**config.mk**
```make
export PLATFORM = sky130hd
export DESIGN_NAME = rau_top
export DESIGN_NICKNAME = d
export VERILOG_FILES = /design/src/core/rau_fifo.v /design/src/core/rau_skid.v /design/src/core/rau_top.v
export VERILOG_INCLUDE_DIRS = /design/src /design/src/pkg
export SDC_FILE = /design/constraint.sdc
export NUM_CORES = 1
export LEC_CHECK = 0
export ABC_AREA = 1
export BUFFER_PORTS_ARGS = -buffer_cell sky130_fd_sc_hd__buf_2
export CORE_MARGIN = 2
export CORE_UTILIZATION = 59
export DETAILED_ROUTE_END_ITERATION = 8
export MAX_ROUTING_LAYER = met4
export PLACE_DENSITY = 0.76
export SLEW_MARGIN = 0
export SYNTH_ARGS = -nofsm -noshare
export SYNTH_HDL_FRONTEND = slang
export SYNTH_HIERARCHICAL = 1
export SYNTH_SLANG_ARGS = --single-unit
```
**constraint.sdc**
```tcl
create_clock -name pclk -period 3.6 [get_ports pclk]
set_input_delay 0.54 -clock pclk [delete_from_list [all_inputs] [get_ports pclk]]
set_output_delay 0.54 -clock pclk [all_outputs]
set_load 0.01 [all_outputs]
```
**src/pkg/rau_consts.vh**
```
// Purpose: Shared constants of the two-channel line-direction serial port.
// Assumes: Included by bare name from the design files; definitions only.
// Notes:   Offsets are byte addresses on the 32-bit register bus.
//
// Behaviour
// RS-485: driver on when transmit data waits
// Driver held one character after last stop
// Hold time follows programmed baud divisor
// RS-485 receiver blanked while driving line
// Sixteen-byte transmit and receive queues
// Base clock range reaches standard rates
// Quad clock select multiplies clock by four
// Software keeps gate bit low to communicate
// RS-485 is half duplex, one direction
// RS-422 driver always on, full duplex
// Each channel is RS-422 or RS-485
// Five-eight bits, parity, one-two stop bits
`ifndef RAU_CONSTS_VH
`define RAU_CONSTS_VH

// ****************************************
// Register map
// ****************************************
`define RAU_OFF_DATA 12'h000
`define RAU_OFF_DIV 12'h004
`define RAU_OFF_LINE 12'h008
`define RAU_OFF_STAT 12'h00c
`define RAU_CH_STRIDE 12'h020
`define RAU_CH_BIT 5

// ****************************************
// Line control fields
// ****************************************
`define RAU_LC_BITS_LO 0
`define RAU_LC_BITS_HI 1
`define RAU_LC_PAR_EN 2
`define RAU_LC_PAR_EVEN 3
`define RAU_LC_STOP_LO 4
`define RAU_LC_STOP_HI 5
`define RAU_LC_RS485 6
`define RAU_LC_QUAD 7
`define RAU_LC_GATE 8
`define RAU_LC_BLANK 9
`define RAU_LINE_RST 10'h203
`define RAU_DIV_RST 16'h0004

// ****************************************
// Status fields and timing
// ****************************************
`define RAU_ST_W1C_MASK 8'he0
`define RAU_OVS_TICKS 6'h10
`define RAU_HALF_TICKS 6'h08
`define RAU_QUAD_FACTOR 3'h4
`define RAU_FIFO_DEPTH 5'h10

`endif

```
**src/core/rau_fifo.v**
```verilog
// Purpose: Sixteen-entry byte queue with valid/ready on both sides.
// Assumes: Single clock; storage in flip-flops indexed by pointer.
// Notes:   Storage itself is not reset; only pointers and count are.
`default_nettype none
`include "rau_consts.vh"
module rau_fifo (
   input wire pclk,
   input wire presetn,
   input wire in_valid,
   input wire [7:0] in_data,
   output wire in_ready,
   output wire out_valid,
   output wire [7:0] out_data,
   input wire out_ready
);
   reg [7:0] mem_reg [0:15];
   reg [3:0] wr_reg;
   reg [3:0] rd_reg;
   reg [4:0] cnt_reg;
   wire push = in_valid & in_ready;
   wire pop = out_valid & out_ready;

   assign in_ready = (cnt_reg != `RAU_FIFO_DEPTH);
   assign out_valid = (cnt_reg != 5'h00);
   assign out_data = mem_reg[rd_reg];

   always @(posedge pclk) begin
      if (push) begin
         mem_reg[wr_reg] <= in_data;
      end
   end

   always @(posedge pclk or negedge presetn) begin
      if (!presetn) begin
         wr_reg <= 4'h0;
         rd_reg <= 4'h0;
         cnt_reg <= 5'h00;
      end else begin
         if (push) begin
            wr_reg <= wr_reg + 4'h1;
         end
         if (pop) begin
            rd_reg <= rd_reg + 4'h1;
         end
         if (push & ~pop) begin
            cnt_reg <= cnt_reg + 5'h01;
         end else if (pop & ~push) begin
            cnt_reg <= cnt_reg - 5'h01;
         end
      end
   end
endmodule
`default_nettype wire

```
**src/core/rau_skid.v**
```verilog
// Purpose: Two-entry buffer between transmit queue and shifter.
// Assumes: Single clock; full throughput with registered ready.
// Notes:   A stall by the shifter never drops a word already taken.
`default_nettype none
module rau_skid (
   input wire pclk,
   input wire presetn,
   input wire in_valid,
   input wire [7:0] in_data,
   output wire in_ready,
   output wire out_valid,
   output wire [7:0] out_data,
   input wire out_ready
);
   reg [7:0] d0_reg;
   reg [7:0] d1_reg;
   reg [1:0] cnt_reg;
   wire push = in_valid & in_ready;
   wire pop = out_valid & out_ready;

   assign in_ready = (cnt_reg != 2'h2);
   assign out_valid = (cnt_reg != 2'h0);
   assign out_data = d0_reg;

   always @(posedge pclk or negedge presetn) begin
      if (!presetn) begin
         d0_reg <= 8'h00;
         d1_reg <= 8'h00;
         cnt_reg <= 2'h0;
      end else if (pop & ~push) begin
         d0_reg <= d1_reg;
         cnt_reg <= cnt_reg - 2'h1;
      end else if (push & ~pop) begin
         if (cnt_reg == 2'h0) begin
            d0_reg <= in_data;
         end else begin
            d1_reg <= in_data;
         end
         cnt_reg <= cnt_reg + 2'h1;
      end else if (push & pop) begin
         if (cnt_reg == 2'h1) begin
            d0_reg <= in_data;
         end else begin
            d0_reg <= d1_reg;
            d1_reg <= in_data;
         end
      end
   end
endmodule
`default_nettype wire

```
**src/core/rau_top.v**
```verilog
// Purpose: Two serial channels with automatic RS-485 driver direction.
// Assumes: APB slave on pclk; line pins are asynchronous to pclk.
// Notes:   Each channel has data, divisor, line control and status words.
`default_nettype none
`include "rau_consts.vh"
module rau_top (
   input wire pclk,
   input wire presetn,
   input wire psel,
   input wire penable,
   input wire pwrite,
   input wire [11:0] paddr,
   input wire [31:0] pwdata,
   output wire [31:0] prdata,
   output wire pready,
   output wire pslverr,
   input wire [1:0] rxd,
   output wire [1:0] txd,
   output wire [1:0] drive_en,
   output wire [1:0] rx_en
);
   // ****************************************
   // Bus slave
   // ****************************************
   localparam TX_IDLE = 3'h0;
   localparam TX_START = 3'h1;
   localparam TX_DATA = 3'h2;
   localparam TX_PAR = 3'h3;
   localparam TX_STOP = 3'h4;
   localparam TX_HOLD = 3'h5;
   localparam RX_IDLE = 3'h0;
   localparam RX_START = 3'h1;
   localparam RX_DATA = 3'h2;
   localparam RX_PAR = 3'h3;
   localparam RX_STOP = 3'h4;

   reg [31:0] prdata_reg;
   reg pready_reg;
   reg pslverr_reg;
   wire [31:0] ch_rd [0:1];
   wire [11:0] roff = paddr & ~`RAU_CH_STRIDE;
   wire hit = (roff == `RAU_OFF_DATA) | (roff == `RAU_OFF_DIV) |
              (roff == `RAU_OFF_LINE) | (roff == `RAU_OFF_STAT);
   wire access = psel & penable & ~pready_reg;
   wire done = psel & penable & pready_reg;

   assign prdata = prdata_reg;
   assign pready = pready_reg;
   assign pslverr = pslverr_reg;

   // One wait state: read data is captured before the completing edge
   always @(posedge pclk or negedge presetn) begin
      if (!presetn) begin
         prdata_reg <= 32'h00000000;
         pready_reg <= 1'b0;
         pslverr_reg <= 1'b0;
      end else begin
         pready_reg <= access;
         pslverr_reg <= access & ~hit;
         if (access) begin
            prdata_reg <= (hit & ~pwrite) ? ch_rd[paddr[`RAU_CH_BIT]] : 32'h00000000;
         end
      end
   end

   // ****************************************
   // Channels
   // ****************************************
   genvar g;
   generate
      for (g = 0; g < 2; g = g + 1) begin : ch
         reg [15:0] div_reg;
         reg [9:0] line_reg;
         reg [1:0] pre_reg;
         reg [15:0] bcnt_reg;
         reg tick_reg;
         reg [2:0] ts_reg;
         reg [5:0] tcnt_reg;
         reg [2:0] tbit_reg;
         reg [7:0] tsh_reg;
         reg tpar_reg;
         reg txd_reg;
         reg [9:0] hold_reg;
         reg de_reg;
         reg rxen_reg;
         reg rs1_reg;
         reg rs2_reg;
         reg [2:0] rs_reg;
         reg [5:0] rcnt_reg;
         reg [2:0] rbit_reg;
         reg [7:0] rsh_reg;
         reg rpar_reg;
         reg rpush_reg;
         reg [7:0] rdat_reg;
         reg ovr_reg;
         reg perr_reg;
         reg ferr_reg;
         wire sel = (paddr[`RAU_CH_BIT] == g) & hit;
         wire wr = done & pwrite & sel;
         wire rd = done & ~pwrite & sel;
         wire [3:0] nbits = {2'b00, line_reg[`RAU_LC_BITS_HI:`RAU_LC_BITS_LO]} + 4'h5;
         wire par_en = line_reg[`RAU_LC_PAR_EN];
         wire even = line_reg[`RAU_LC_PAR_EVEN];
         wire rs485 = line_reg[`RAU_LC_RS485];
         wire gate = line_reg[`RAU_LC_GATE];
         wire [1:0] stop_sel = line_reg[`RAU_LC_STOP_HI:`RAU_LC_STOP_LO];
         wire [5:0] stop_ticks = (stop_sel == 2'h0) ? `RAU_OVS_TICKS :
                                 (stop_sel == 2'h1) ? (`RAU_OVS_TICKS + `RAU_HALF_TICKS) :
                                 (`RAU_OVS_TICKS + `RAU_OVS_TICKS);
         wire [9:0] char_ticks = {2'b00, 4'h1 + nbits + {3'h0, par_en}, 4'h0} +
                                 {4'h0, stop_ticks};
         wire [15:0] div_m1 = (div_reg == 16'h0000) ? 16'h0000 : div_reg - 16'h0001;
         wire base_ok = line_reg[`RAU_LC_QUAD] |
                        ({1'b0, pre_reg} == (`RAU_QUAD_FACTOR - 3'h1));
         wire f_in_ready;
         wire f_out_valid;
         wire [7:0] f_out_data;
         wire s_in_ready;
         wire s_out_valid;
         wire [7:0] s_out_data;
         wire r_in_ready;
         wire r_out_valid;
         wire [7:0] r_out_data;
         wire tx_take = tick_reg & ~gate & s_out_valid &
                        ((ts_reg == TX_IDLE) | (ts_reg == TX_HOLD));
         wire waiting = ~gate & (f_out_valid | s_out_valid);
         wire de_next = rs485 ? (waiting | (ts_reg != TX_IDLE)) : 1'b1;
         wire rxin = rs2_reg | ~rxen_reg;
         wire [7:0] rx_word = rsh_reg >> (4'h8 - nbits);
         wire [7:0] stat = {ferr_reg, perr_reg, ovr_reg, rxen_reg, de_reg,
                            (ts_reg == TX_IDLE) & ~s_out_valid & ~f_out_valid,
                            ~f_in_ready, r_out_valid};
         wire [7:0] w1c = pwdata[7:0] & `RAU_ST_W1C_MASK;
         wire clr = wr & (roff == `RAU_OFF_STAT);
         wire rx_bad = (rs_reg == RX_STOP) & tick_reg & (rcnt_reg == 6'h0f);

         assign ch_rd[g] = (roff == `RAU_OFF_DATA) ? {24'h000000, r_out_data} :
                           (roff == `RAU_OFF_DIV) ? {16'h0000, div_reg} :
                           (roff == `RAU_OFF_LINE) ? {22'h000000, line_reg} :
                           {24'h000000, stat};
         assign txd[g] = txd_reg;
         assign drive_en[g] = de_reg;
         assign rx_en[g] = rxen_reg;

         rau_fifo u_txq (
            .pclk(pclk),
            .presetn(presetn),
            .in_valid(wr & (roff == `RAU_OFF_DATA)),
            .in_data(pwdata[7:0]),
            .in_ready(f_in_ready),
            .out_valid(f_out_valid),
            .out_data(f_out_data),
            .out_ready(s_in_ready)
         );
         rau_skid u_skid (
            .pclk(pclk),
            .presetn(presetn),
            .in_valid(f_out_valid),
            .in_data(f_out_data),
            .in_ready(s_in_ready),
            .out_valid(s_out_valid),
            .out_data(s_out_data),
            .out_ready(tx_take)
         );
         rau_fifo u_rxq (
            .pclk(pclk),
            .presetn(presetn),
            .in_valid(rpush_reg),
            .in_data(rdat_reg),
            .in_ready(r_in_ready),
            .out_valid(r_out_valid),
            .out_data(r_out_data),
            .out_ready(rd & (roff == `RAU_OFF_DATA))
         );

         // Registers, baud tick and sticky error flags; a set beats a clear
         always @(posedge pclk or negedge presetn) begin
            if (!presetn) begin
               div_reg <= `RAU_DIV_RST;
               line_reg <= `RAU_LINE_RST;
               pre_reg <= 2'h0;
               bcnt_reg <= 16'h0000;
               tick_reg <= 1'b0;
               ovr_reg <= 1'b0;
               perr_reg <= 1'b0;
               ferr_reg <= 1'b0;
               de_reg <= 1'b0;
               rxen_reg <= 1'b1;
               rs1_reg <= 1'b1;
               rs2_reg <= 1'b1;
            end else begin
               if (wr & (roff == `RAU_OFF_DIV)) begin
                  div_reg <= pwdata[15:0];
               end
               if (wr & (roff == `RAU_OFF_LINE)) begin
                  line_reg <= pwdata[9:0];
               end
               pre_reg <= pre_reg + 2'h1;
               tick_reg <= 1'b0;
               if (base_ok) begin
                  if (bcnt_reg >= div_m1) begin
                     bcnt_reg <= 16'h0000;
                     tick_reg <= 1'b1;
                  end else begin
                     bcnt_reg <= bcnt_reg + 16'h0001;
                  end
               end
               ovr_reg <= (rpush_reg & ~r_in_ready) | (ovr_reg & ~(clr & w1c[5]));
               perr_reg <= (rx_bad & par_en & rpar_reg) | (perr_reg & ~(clr & w1c[6]));
               ferr_reg <= (rx_bad & ~rxin) | (ferr_reg & ~(clr & w1c[7]));
               de_reg <= de_next;
               rxen_reg <= ~(rs485 & line_reg[`RAU_LC_BLANK] & de_next);
               rs1_reg <= rxd[g];
               rs2_reg <= rs1_reg;
            end
         end

         // Transmitter and driver hold
         always @(posedge pclk or negedge presetn) begin
            if (!presetn) begin
               ts_reg <= TX_IDLE;
               tcnt_reg <= 6'h00;
               tbit_reg <= 3'h0;
               tsh_reg <= 8'h00;
               tpar_reg <= 1'b0;
               txd_reg <= 1'b1;
               hold_reg <= 10'h000;
            end else if (tx_take) begin
               ts_reg <= TX_START;
               tcnt_reg <= 6'h00;
               tsh_reg <= s_out_data;
               tpar_reg <= 1'b0;
               txd_reg <= 1'b0;
            end else if (tick_reg) begin
               tcnt_reg <= tcnt_reg + 6'h01;
               case (ts_reg)
                  TX_START: begin
                     if (tcnt_reg == `RAU_OVS_TICKS - 6'h01) begin
                        ts_reg <= TX_DATA;
                        tcnt_reg <= 6'h00;
                        tbit_reg <= 3'h0;
                        txd_reg <= tsh_reg[0];
                     end
                  end
                  TX_DATA: begin
                     if (tcnt_reg == `RAU_OVS_TICKS - 6'h01) begin
                        tcnt_reg <= 6'h00;
                        tpar_reg <= tpar_reg ^ tsh_reg[0];
                        tsh_reg <= {1'b0, tsh_reg[7:1]};
                        tbit_reg <= tbit_reg + 3'h1;
                        if ({1'b0, tbit_reg} == nbits - 4'h1) begin
                           ts_reg <= par_en ? TX_PAR : TX_STOP;
                           txd_reg <= par_en ? (tpar_reg ^ tsh_reg[0] ^ ~even) : 1'b1;
                        end else begin
                           txd_reg <= tsh_reg[1];
                        end
                     end
                  end
                  TX_PAR: begin
                     if (tcnt_reg == `RAU_OVS_TICKS - 6'h01) begin
                        ts_reg <= TX_STOP;
                        tcnt_reg <= 6'h00;
                        txd_reg <= 1'b1;
                     end
                  end
                  TX_STOP: begin
                     if (tcnt_reg == stop_ticks - 6'h01) begin
                        ts_reg <= rs485 ? TX_HOLD : TX_IDLE;
                        hold_reg <= 10'h000;
                     end
                  end
                  TX_HOLD: begin
                     // The pair stays driven one character time at the current rate
                     hold_reg <= hold_reg + 10'h001;
                     if (hold_reg == char_ticks - 10'h001) begin
                        ts_reg <= TX_IDLE;
                     end
                  end
                  default: begin
                     ts_reg <= TX_IDLE;
                  end
               endcase
            end
         end

         // Receiver with mid-bit sampling on the sixteen-times tick
         always @(posedge pclk or negedge presetn) begin
            if (!presetn) begin
               rs_reg <= RX_IDLE;
               rcnt_reg <= 6'h00;
               rbit_reg <= 3'h0;
               rsh_reg <= 8'h00;
               rpar_reg <= 1'b0;
               rpush_reg <= 1'b0;
               rdat_reg <= 8'h00;
            end else begin
               rpush_reg <= 1'b0;
               if (tick_reg) begin
                  rcnt_reg <= rcnt_reg + 6'h01;
                  case (rs_reg)
                     RX_IDLE: begin
                        rcnt_reg <= 6'h00;
                        if (~rxin) begin
                           rs_reg <= RX_START;
                        end
                     end
                     RX_START: begin
                        if (rcnt_reg == `RAU_HALF_TICKS - 6'h01) begin
                           rcnt_reg <= 6'h00;
                           rbit_reg <= 3'h0;
                           rpar_reg <= ~even;
                           rs_reg <= rxin ? RX_IDLE : RX_DATA;
                        end
                     end
                     RX_DATA: begin
                        if (rcnt_reg == `RAU_OVS_TICKS - 6'h01) begin
                           rcnt_reg <= 6'h00;
                           rsh_reg <= {rxin, rsh_reg[7:1]};
                           rpar_reg <= rpar_reg ^ rxin;
                           rbit_reg <= rbit_reg + 3'h1;
                           if ({1'b0, rbit_reg} == nbits - 4'h1) begin
                              rs_reg <= par_en ? RX_PAR : RX_STOP;
                           end
                        end
                     end
                     RX_PAR: begin
                        if (rcnt_reg == `RAU_OVS_TICKS - 6'h01) begin
                           rcnt_reg <= 6'h00;
                           rpar_reg <= rpar_reg ^ rxin;
                           rs_reg <= RX_STOP;
                        end
                     end
                     RX_STOP: begin
                        if (rcnt_reg == `RAU_OVS_TICKS - 6'h01) begin
                           rs_reg <= RX_IDLE;
                           rpush_reg <= 1'b1;
                           rdat_reg <= rx_word;
                        end
                     end
                     default: begin
                        rs_reg <= RX_IDLE;
                     end
                  endcase
               end
            end
         end
      end
   endgenerate
endmodule
`default_nettype wire

```
### Word-level counts from Yosys, hierarchy flattened

Memory sizes are Yosys's and may differ from the RTL's.
Cells that the tools add are included.

| storage, ports and cells | value |
|---|---|
| memories | 4 |
| memory bits (writable) | 512 |
| logic and storage cells | 621 |
| register bits | 350 |

Memory list:

| name | depth | bits a word | rd ports | clocked after memory_dff | wr ports | RTL line | RTL |
|---|---|---|---|---|---|---|---|
| ch[0].u_rxq.mem_reg | 16 | 8 | 1 | 0 | 1 | rau_fifo.v:16 | `reg [7:0] mem_reg [0:15];` |
| ch[0].u_txq.mem_reg | 16 | 8 | 1 | 0 | 1 | rau_fifo.v:16 |  |
| ch[1].u_rxq.mem_reg | 16 | 8 | 1 | 0 | 1 | rau_fifo.v:16 |  |
| ch[1].u_txq.mem_reg | 16 | 8 | 1 | 0 | 1 | rau_fifo.v:16 |  |

| cells by class | value |
|---|---|
| order comparisons | 3 |
| shifts and indexed selects | 2 |
| reductions and logical operators | 73 |
| add/subtract/negate cells | 52 |
| bitwise operators | 155 |
| mux-type cells | 174 |
| equal/unequal tests | 85 |

Operator list:

| kind | number |
|---|---|
| 8-bit two-way mux | 26 |
| 16-bit two-way mux | 8 |
| 32-bit two-way mux | 4 |
| 3-bit two-way mux | 40 |
| 6-bit two-way mux | 16 |
| 1-bit bitwise AND | 87 |
| 3-bit case mux with 5 select lines | 4 |
| 2-bit nonzero test | 24 |
| 1-bit two-way mux | 46 |
| 1-bit inverter | 42 |
| 10-bit two-way mux | 4 |
| 5-bit two-way mux | 8 |
| 2-bit != test, second input constant | 20 |
| 10-bit case mux with 2 select lines | 2 |
| 3-bit by 2-bit != test with 1-bit output, second input constant | 12 |
| 6-bit case mux with 3 select lines | 2 |
| 16-bit by 1-bit adder with 16-bit output, second input constant | 2 |
| 4-bit by 1-bit adder with 4-bit output, second input constant | 8 |
| 16-bit >= comparator | 2 |
| 16-bit zero test | 2 |
| 4-bit AND reduction | 8 |
| 16-bit by 1-bit subtractor with 16-bit output, second input constant | 2 |
| 7-bit AND reduction | 4 |
| 6-bit by 1-bit adder with 6-bit output, second input constant | 4 |
| 49 further kinds | 167 |

### Longest topological paths before layout

| logic depth | value |
|---|---|
| word-level depth | 12 |
| gate-level depth with buffers | 21 |
| depth with buffers taken out | 21 |

### By module

Netlist, hierarchy kept.

By module, submodules not included:

| module | instances | area each (µm²) | cells an instance |
|---|---|---|---|
| rau_fifo at ch[0].u_rxq ... | 3 | 6,247.2 | 619 |
| rau_top | 1 | 15,129.5 | 2,004 |
| rau_fifo at ch[1].u_rxq | 1 | 6,249.7 | 619 |
| rau_skid | 2 | 1,039.7 | 130 |

### Least setup slack after synthesis

OpenSTA, ideal clock, no wires.

| timing path | value |
|---|---|
| path kind | register to register |
| start | register ch[0].line_reg[0] |
| end | register ch[0].ts_reg[0] |
| data arrival time | 2.818 ns |
| path slack | 0.664 ns |
| data required time | 3.483 ns |
| cell stages (with the launch flop) | 19 |
| clock period less this slack | 2.936 ns |
| buffers on the path | 0 |
| path through | dfstp_2 -> ha_1 -> inv_1 -> fa_1 -> inv_1 -> ha_1 -> fa_1 -> inv_1 -> nand2_1 -> nand2_1 -> nand2_1 -> nand2_1 -> nand2_1 -> nor2_1 -> nand3_1 -> nand2_1 -> nand4_1 -> nand2_1 -> nand2_1 |

| between the ends | value |
|---|---|
| cells in the longest elaborated chain, start to end | 8 |
| elaborated cells on any way between the ends | 11 |

Ends and longest elaborated chain:

| what | RTL line | RTL |
|---|---|---|
| start: declaration | rau_top.v:73 | `reg [9:0] line_reg;` |
| start signal: assignment | rau_top.v:180 | `` line_reg <= `RAU_LINE_RST; `` |
| start signal: assignment | rau_top.v:196 | `line_reg <= pwdata[9:0];` |
| 2-bit by 3-bit adder with 4-bit output * | rau_top.v:101 | `` wire [3:0] nbits = {2'b00, line_reg[`RAU_LC_BITS_HI:`RAU_LC_BITS_LO]} + 4'h5; `` |
| 1-bit by 4-bit adder with 4-bit output | rau_top.v:110 | `wire [9:0] char_ticks = {2'b00, 4'h1 + nbits + {3'h0, par_en}, 4'h0} +` |
| 4-bit by 1-bit adder with 4-bit output | rau_top.v:110 |  |
| 8-bit by 6-bit adder with 9-bit output | rau_top.v:110 |  |
| 9-bit by 1-bit subtractor with 10-bit output | rau_top.v:275 | `if (hold_reg == char_ticks - 10'h001) begin` |
| 10-bit == test | rau_top.v:275 |  |
| 3-bit by 1-bit != test with 1-bit output (no line) | -- |  |
| 7-bit AND reduction (no line) * | -- |  |
| end signal: assignment | rau_top.v:252 | `ts_reg <= par_en ? TX_PAR : TX_STOP;` |
| end signal: assignment | rau_top.v:268 | `ts_reg <= rs485 ? TX_HOLD : TX_IDLE;` |
| end: declaration | rau_top.v:77 | `reg [2:0] ts_reg;` |

Every way passes the cells marked *; elsewhere a longest branch is shown, timed or not.
A chain may end at the register's enable or synchronous reset.

### Worst setup path in the final report

| timing path | value |
|---|---|
| start | register ch[0].line_reg[2] |
| end | register ch[0].ts_reg[0] |

| between the ends | value |
|---|---|
| cells in the longest elaborated chain, start to end | 6 |
| elaborated cells on any way between the ends | 12 |

Ends and longest elaborated chain:

| what | RTL line |
|---|---|
| 4-bit by 1-bit adder with 4-bit output or 3-bit two-way mux (tied branches) | rau_top.v:110, rau_top.v:252 |
| 8-bit by 6-bit adder with 9-bit output or 3-bit two-way mux (tied branches) | rau_top.v:110, rau_top.v:251 |
| 9-bit by 1-bit subtractor with 10-bit output or 3-bit two-way mux (tied branches) | rau_top.v:275, rau_top.v:246 |
| 10-bit == test or 3-bit case mux with 5 select lines (tied branches) | rau_top.v:275, rau_top.v:236 |
| 3-bit by 1-bit != test with 1-bit output (no line) or 3-bit two-way mux (tied branches) | -- |
| 7-bit AND reduction (no line) or 3-bit two-way mux (tied branches) | -- |

Several ways; a longest one is shown, not always the timed one. The select of a mux whose other input is x is not followed.

==> impl_results.md <==
- Fill count: roughly 5600
- Clock Sinks: about 850
- Count of cell types in the netlist: 58
- Post-route core utilization: 0.653
- Most frequent cell after synthesis: nand2_1
- Run status: complete, no violations
- Pre-CTS WS: ~170 ps
- Register bit total from synthesis: ~850
- Initial core utilization: 0.593
- Pleak: approximately 21 nW
- Mapped Area: approximately 42000 sq um
- Hold Violations, Final: 0
- Tightest Pin Transition: roughly 900 ps
- First-pass GRT wire length: roughly 160 mm
- Register area share after synthesis: 0.563
- Quantity of I/O buffers inserted on ports: 58
- CP Max Fanout: 6
- Final #Nets: between 5000 and 6000
- Fin. max-slew vios: 0
- DR WL met2: between 40 and 50 mm
- GR Overflow Total: 0
- Mapped Avg Cell Area: 8.90 sq um
- Largest net degree at the start of global routing: 100
- Worst Setup End Kind: flip-flop
- Vias/cell: roughly 5.4
- Initial DRC count: 3104
- Footprint of the multi-input gates: 15500 sq um
- Setup Crit Path Kind: flip-flop to flip-flop
- Drt drc: 0
- Final min period: roughly 3300 ps
- Setup_tns: 0 ps
- Post-synth top flop: edfxtp_1
- M1 WL: between 40 and 50 mm
- Initial antenna violation count: 5
- Fraction of layout instances using a drive strength above 1: 0.0818
- Pre-antenna DRT Iters: 6
- WL/cell: ~17 um
- Final Setup Violations: 0
- Number of global-route vias before repair: about 30000
- Die X: around 270 um
- CP arrival: around 3800 ps
- FP Rows: a little under 100
- Clk_lat worst skew: ~650 ps
- Clk_skew: ~28 ps
- Post-synth EDFFs: 512
- DP HPWL: 64.8 mm
- FF/Latch Area: 23800 sq um
- Synth top cells by count: nand2_1, inv_1, edfxtp_1
- Async set-reset flop share out of synthesis: 0.395
- Largest area contributor in the netlist: edfxtp_1
- Met3 WL: between 6 and 7 mm
- Power Density: approximately 440 nW/um^2
- Area Growth Syn to Fin: 10.1%
- TritonCTS clock tree: done
- Setup Buffers After CTS: 0
- Critical Path RT: 4140 ps
- Placeable Area: approximately 71000 sq um
- DRT antenna net count: 0
- Startpoint types: flip-flop
- Period utilisation layout: 0.910
- Setup ws final: roughly 320 ps
- Drt total wl: ~100 mm
- Fmax: slightly above 300 MHz
- Final RePlAce weighted congestion: slightly above 0.9
- H-tree depth: 3
- Maximum clock insertion buffer count: 3
- Pwr Total: roughly 21 mW
- Root Buffer: clkbuf_16
- Total CTS buffers: between 80 and 90
- Syn. warnings: 6
- I/O pin cnt: a little over 90
- CTS clk-pin slew, worst paths: ~60 ps
- Die ar.: ~74000 sq um
- Max-cap violations: 0
- Worst min path class: input port to flip-flop
- Top-area cell type share of the netlist area: 0.364
- Synth Instances: roughly 4700
- VDD IR-drop max: 0.000447 V
- Via Count: between 30000 and 40000
- Die height: 271 um
- DR top layer: met4
- Synth top area cells: edfxtp_1, dfrtp_1, nand2_1, nand3_1, inv_1
- Total global routing track utilization: 0.274
- Relative slew margins: 0.397
- Worst hold margin: about 180 ps
-- cell usage in the layout, fill, tap and decap left out, drive strengths merged, types with 14 or more instances in the layout --
master	n
a21oi	65
dfstp	16
ha	120
nand2	1579
nor4	14
nand4	50
nor2	478
clkinv	32
o211ai	22
dfrtp	318
conb	16
o21ai	215
buf	130
nor3	46
clkbuf	117
nand3	406
xnor2	36
xor2	66
edfxtp	512
inv	566
-- cell families after synthesis --
group,after synthesis,share of synthesized area
DFF,846,0.563
muxes,5,0.00125
other,1,0.0000889
AOI/OAI and AO/OA,349,0.0460
buffers and inverters,722,0.0723
xor gates and xnor gates,102,0.0212
adders and majority gates,128,0.0394
and+or+nand+nor,2587,0.257
-- metal layers --
layer,up-vias,GRT usage
met5,-,-
li1,15500,-
met2,999,0.444
met4,0,0.0947
met3,203,0.0365
met1,14900,0.359
-- cell type report --
type / count / share of cell area
Clock inverter: 46 / 0.0111
Antenna cell: 5 / 0.000269
Sequential cell: 846 / 0.511
Inverter: 570 / 0.0462
Multi-Input combinational cell: 3187 / 0.333
Timing Repair Buffer: 133 / 0.0196
Clock buffer: 117 / 0.0528
Tap cell: 950 / 0.0256
Timing Repair inverter: 1 / 0.000162
-- path summary, 6_finish.rpt --
path                                          startpoint                            end  slack, ps  cells after the start
max                        ch[0].line_reg[2]$_DFFE_PN0P_    ch[0].ts_reg[0]$_DFFE_PN0P_        320                     19
min                                           pwdata[12]  ch[1].div_reg[12]$_DFFE_PN0P_        180                      3
max reg2reg                ch[0].line_reg[2]$_DFFE_PN0P_    ch[0].ts_reg[0]$_DFFE_PN0P_        320                     19
min reg2reg                      ch[0].rs1_reg$_DFF_PN1_        ch[0].rs2_reg$_DFF_PN1_        360                      0
max in group asynchronous                        presetn       ch[1].rxen_reg$_DFF_PN1_       2120                      3
min in group asynchronous                        presetn         prdata[13]$_DFFE_PN0P_        460                      2
-- through the flow --
stage | cells | instance area, sq um
floorplan | 4755 | 42300
global placement | 5683 | 43400
detailed placement | 5683 | 43400
CTS | 5849 | 46400
global route | 5854 | 46400
finish | 5855 | 46500
-- critical path: stages (launching register included) --
cell,delay [ps]
dfrtp_1,470
inv_1,220
ha_1,180
inv_1,40
fa_1,480
inv_1,50
ha_1,310
fa_1,440
inv_1,60
nand2_1,80
nand2_1,90
nand2_1,50
nand2_1,50
nand2_1,50
nor2_1,100
nand3_1,100
nand2_1,70
nand4_1,130
nand2_1,130
nand2_1,60
-- power by group --
| group | internal, mW | leakage, nW | total [mW] | switching, mW |
|---|---|---|---|---|
| Clock | 5.47 | 1.44 | 9.35 | 3.88 |
| Sequential | 10.4 | 8.48 | 10.6 | 0.133 |
| Combinational | 0.236 | 11.3 | 0.755 | 0.519 |
| Total | 16.1 | 21.2 | 20.7 | 4.53 |
-- timing repair --
action | CTS | global route
setup endpoints to repair | 0 | 29
hold buffers | 3 | 0
hold endpoints to repair | 37 | 0
resized for setup | 0 | 5
Power figures use the tool's default switching activity.
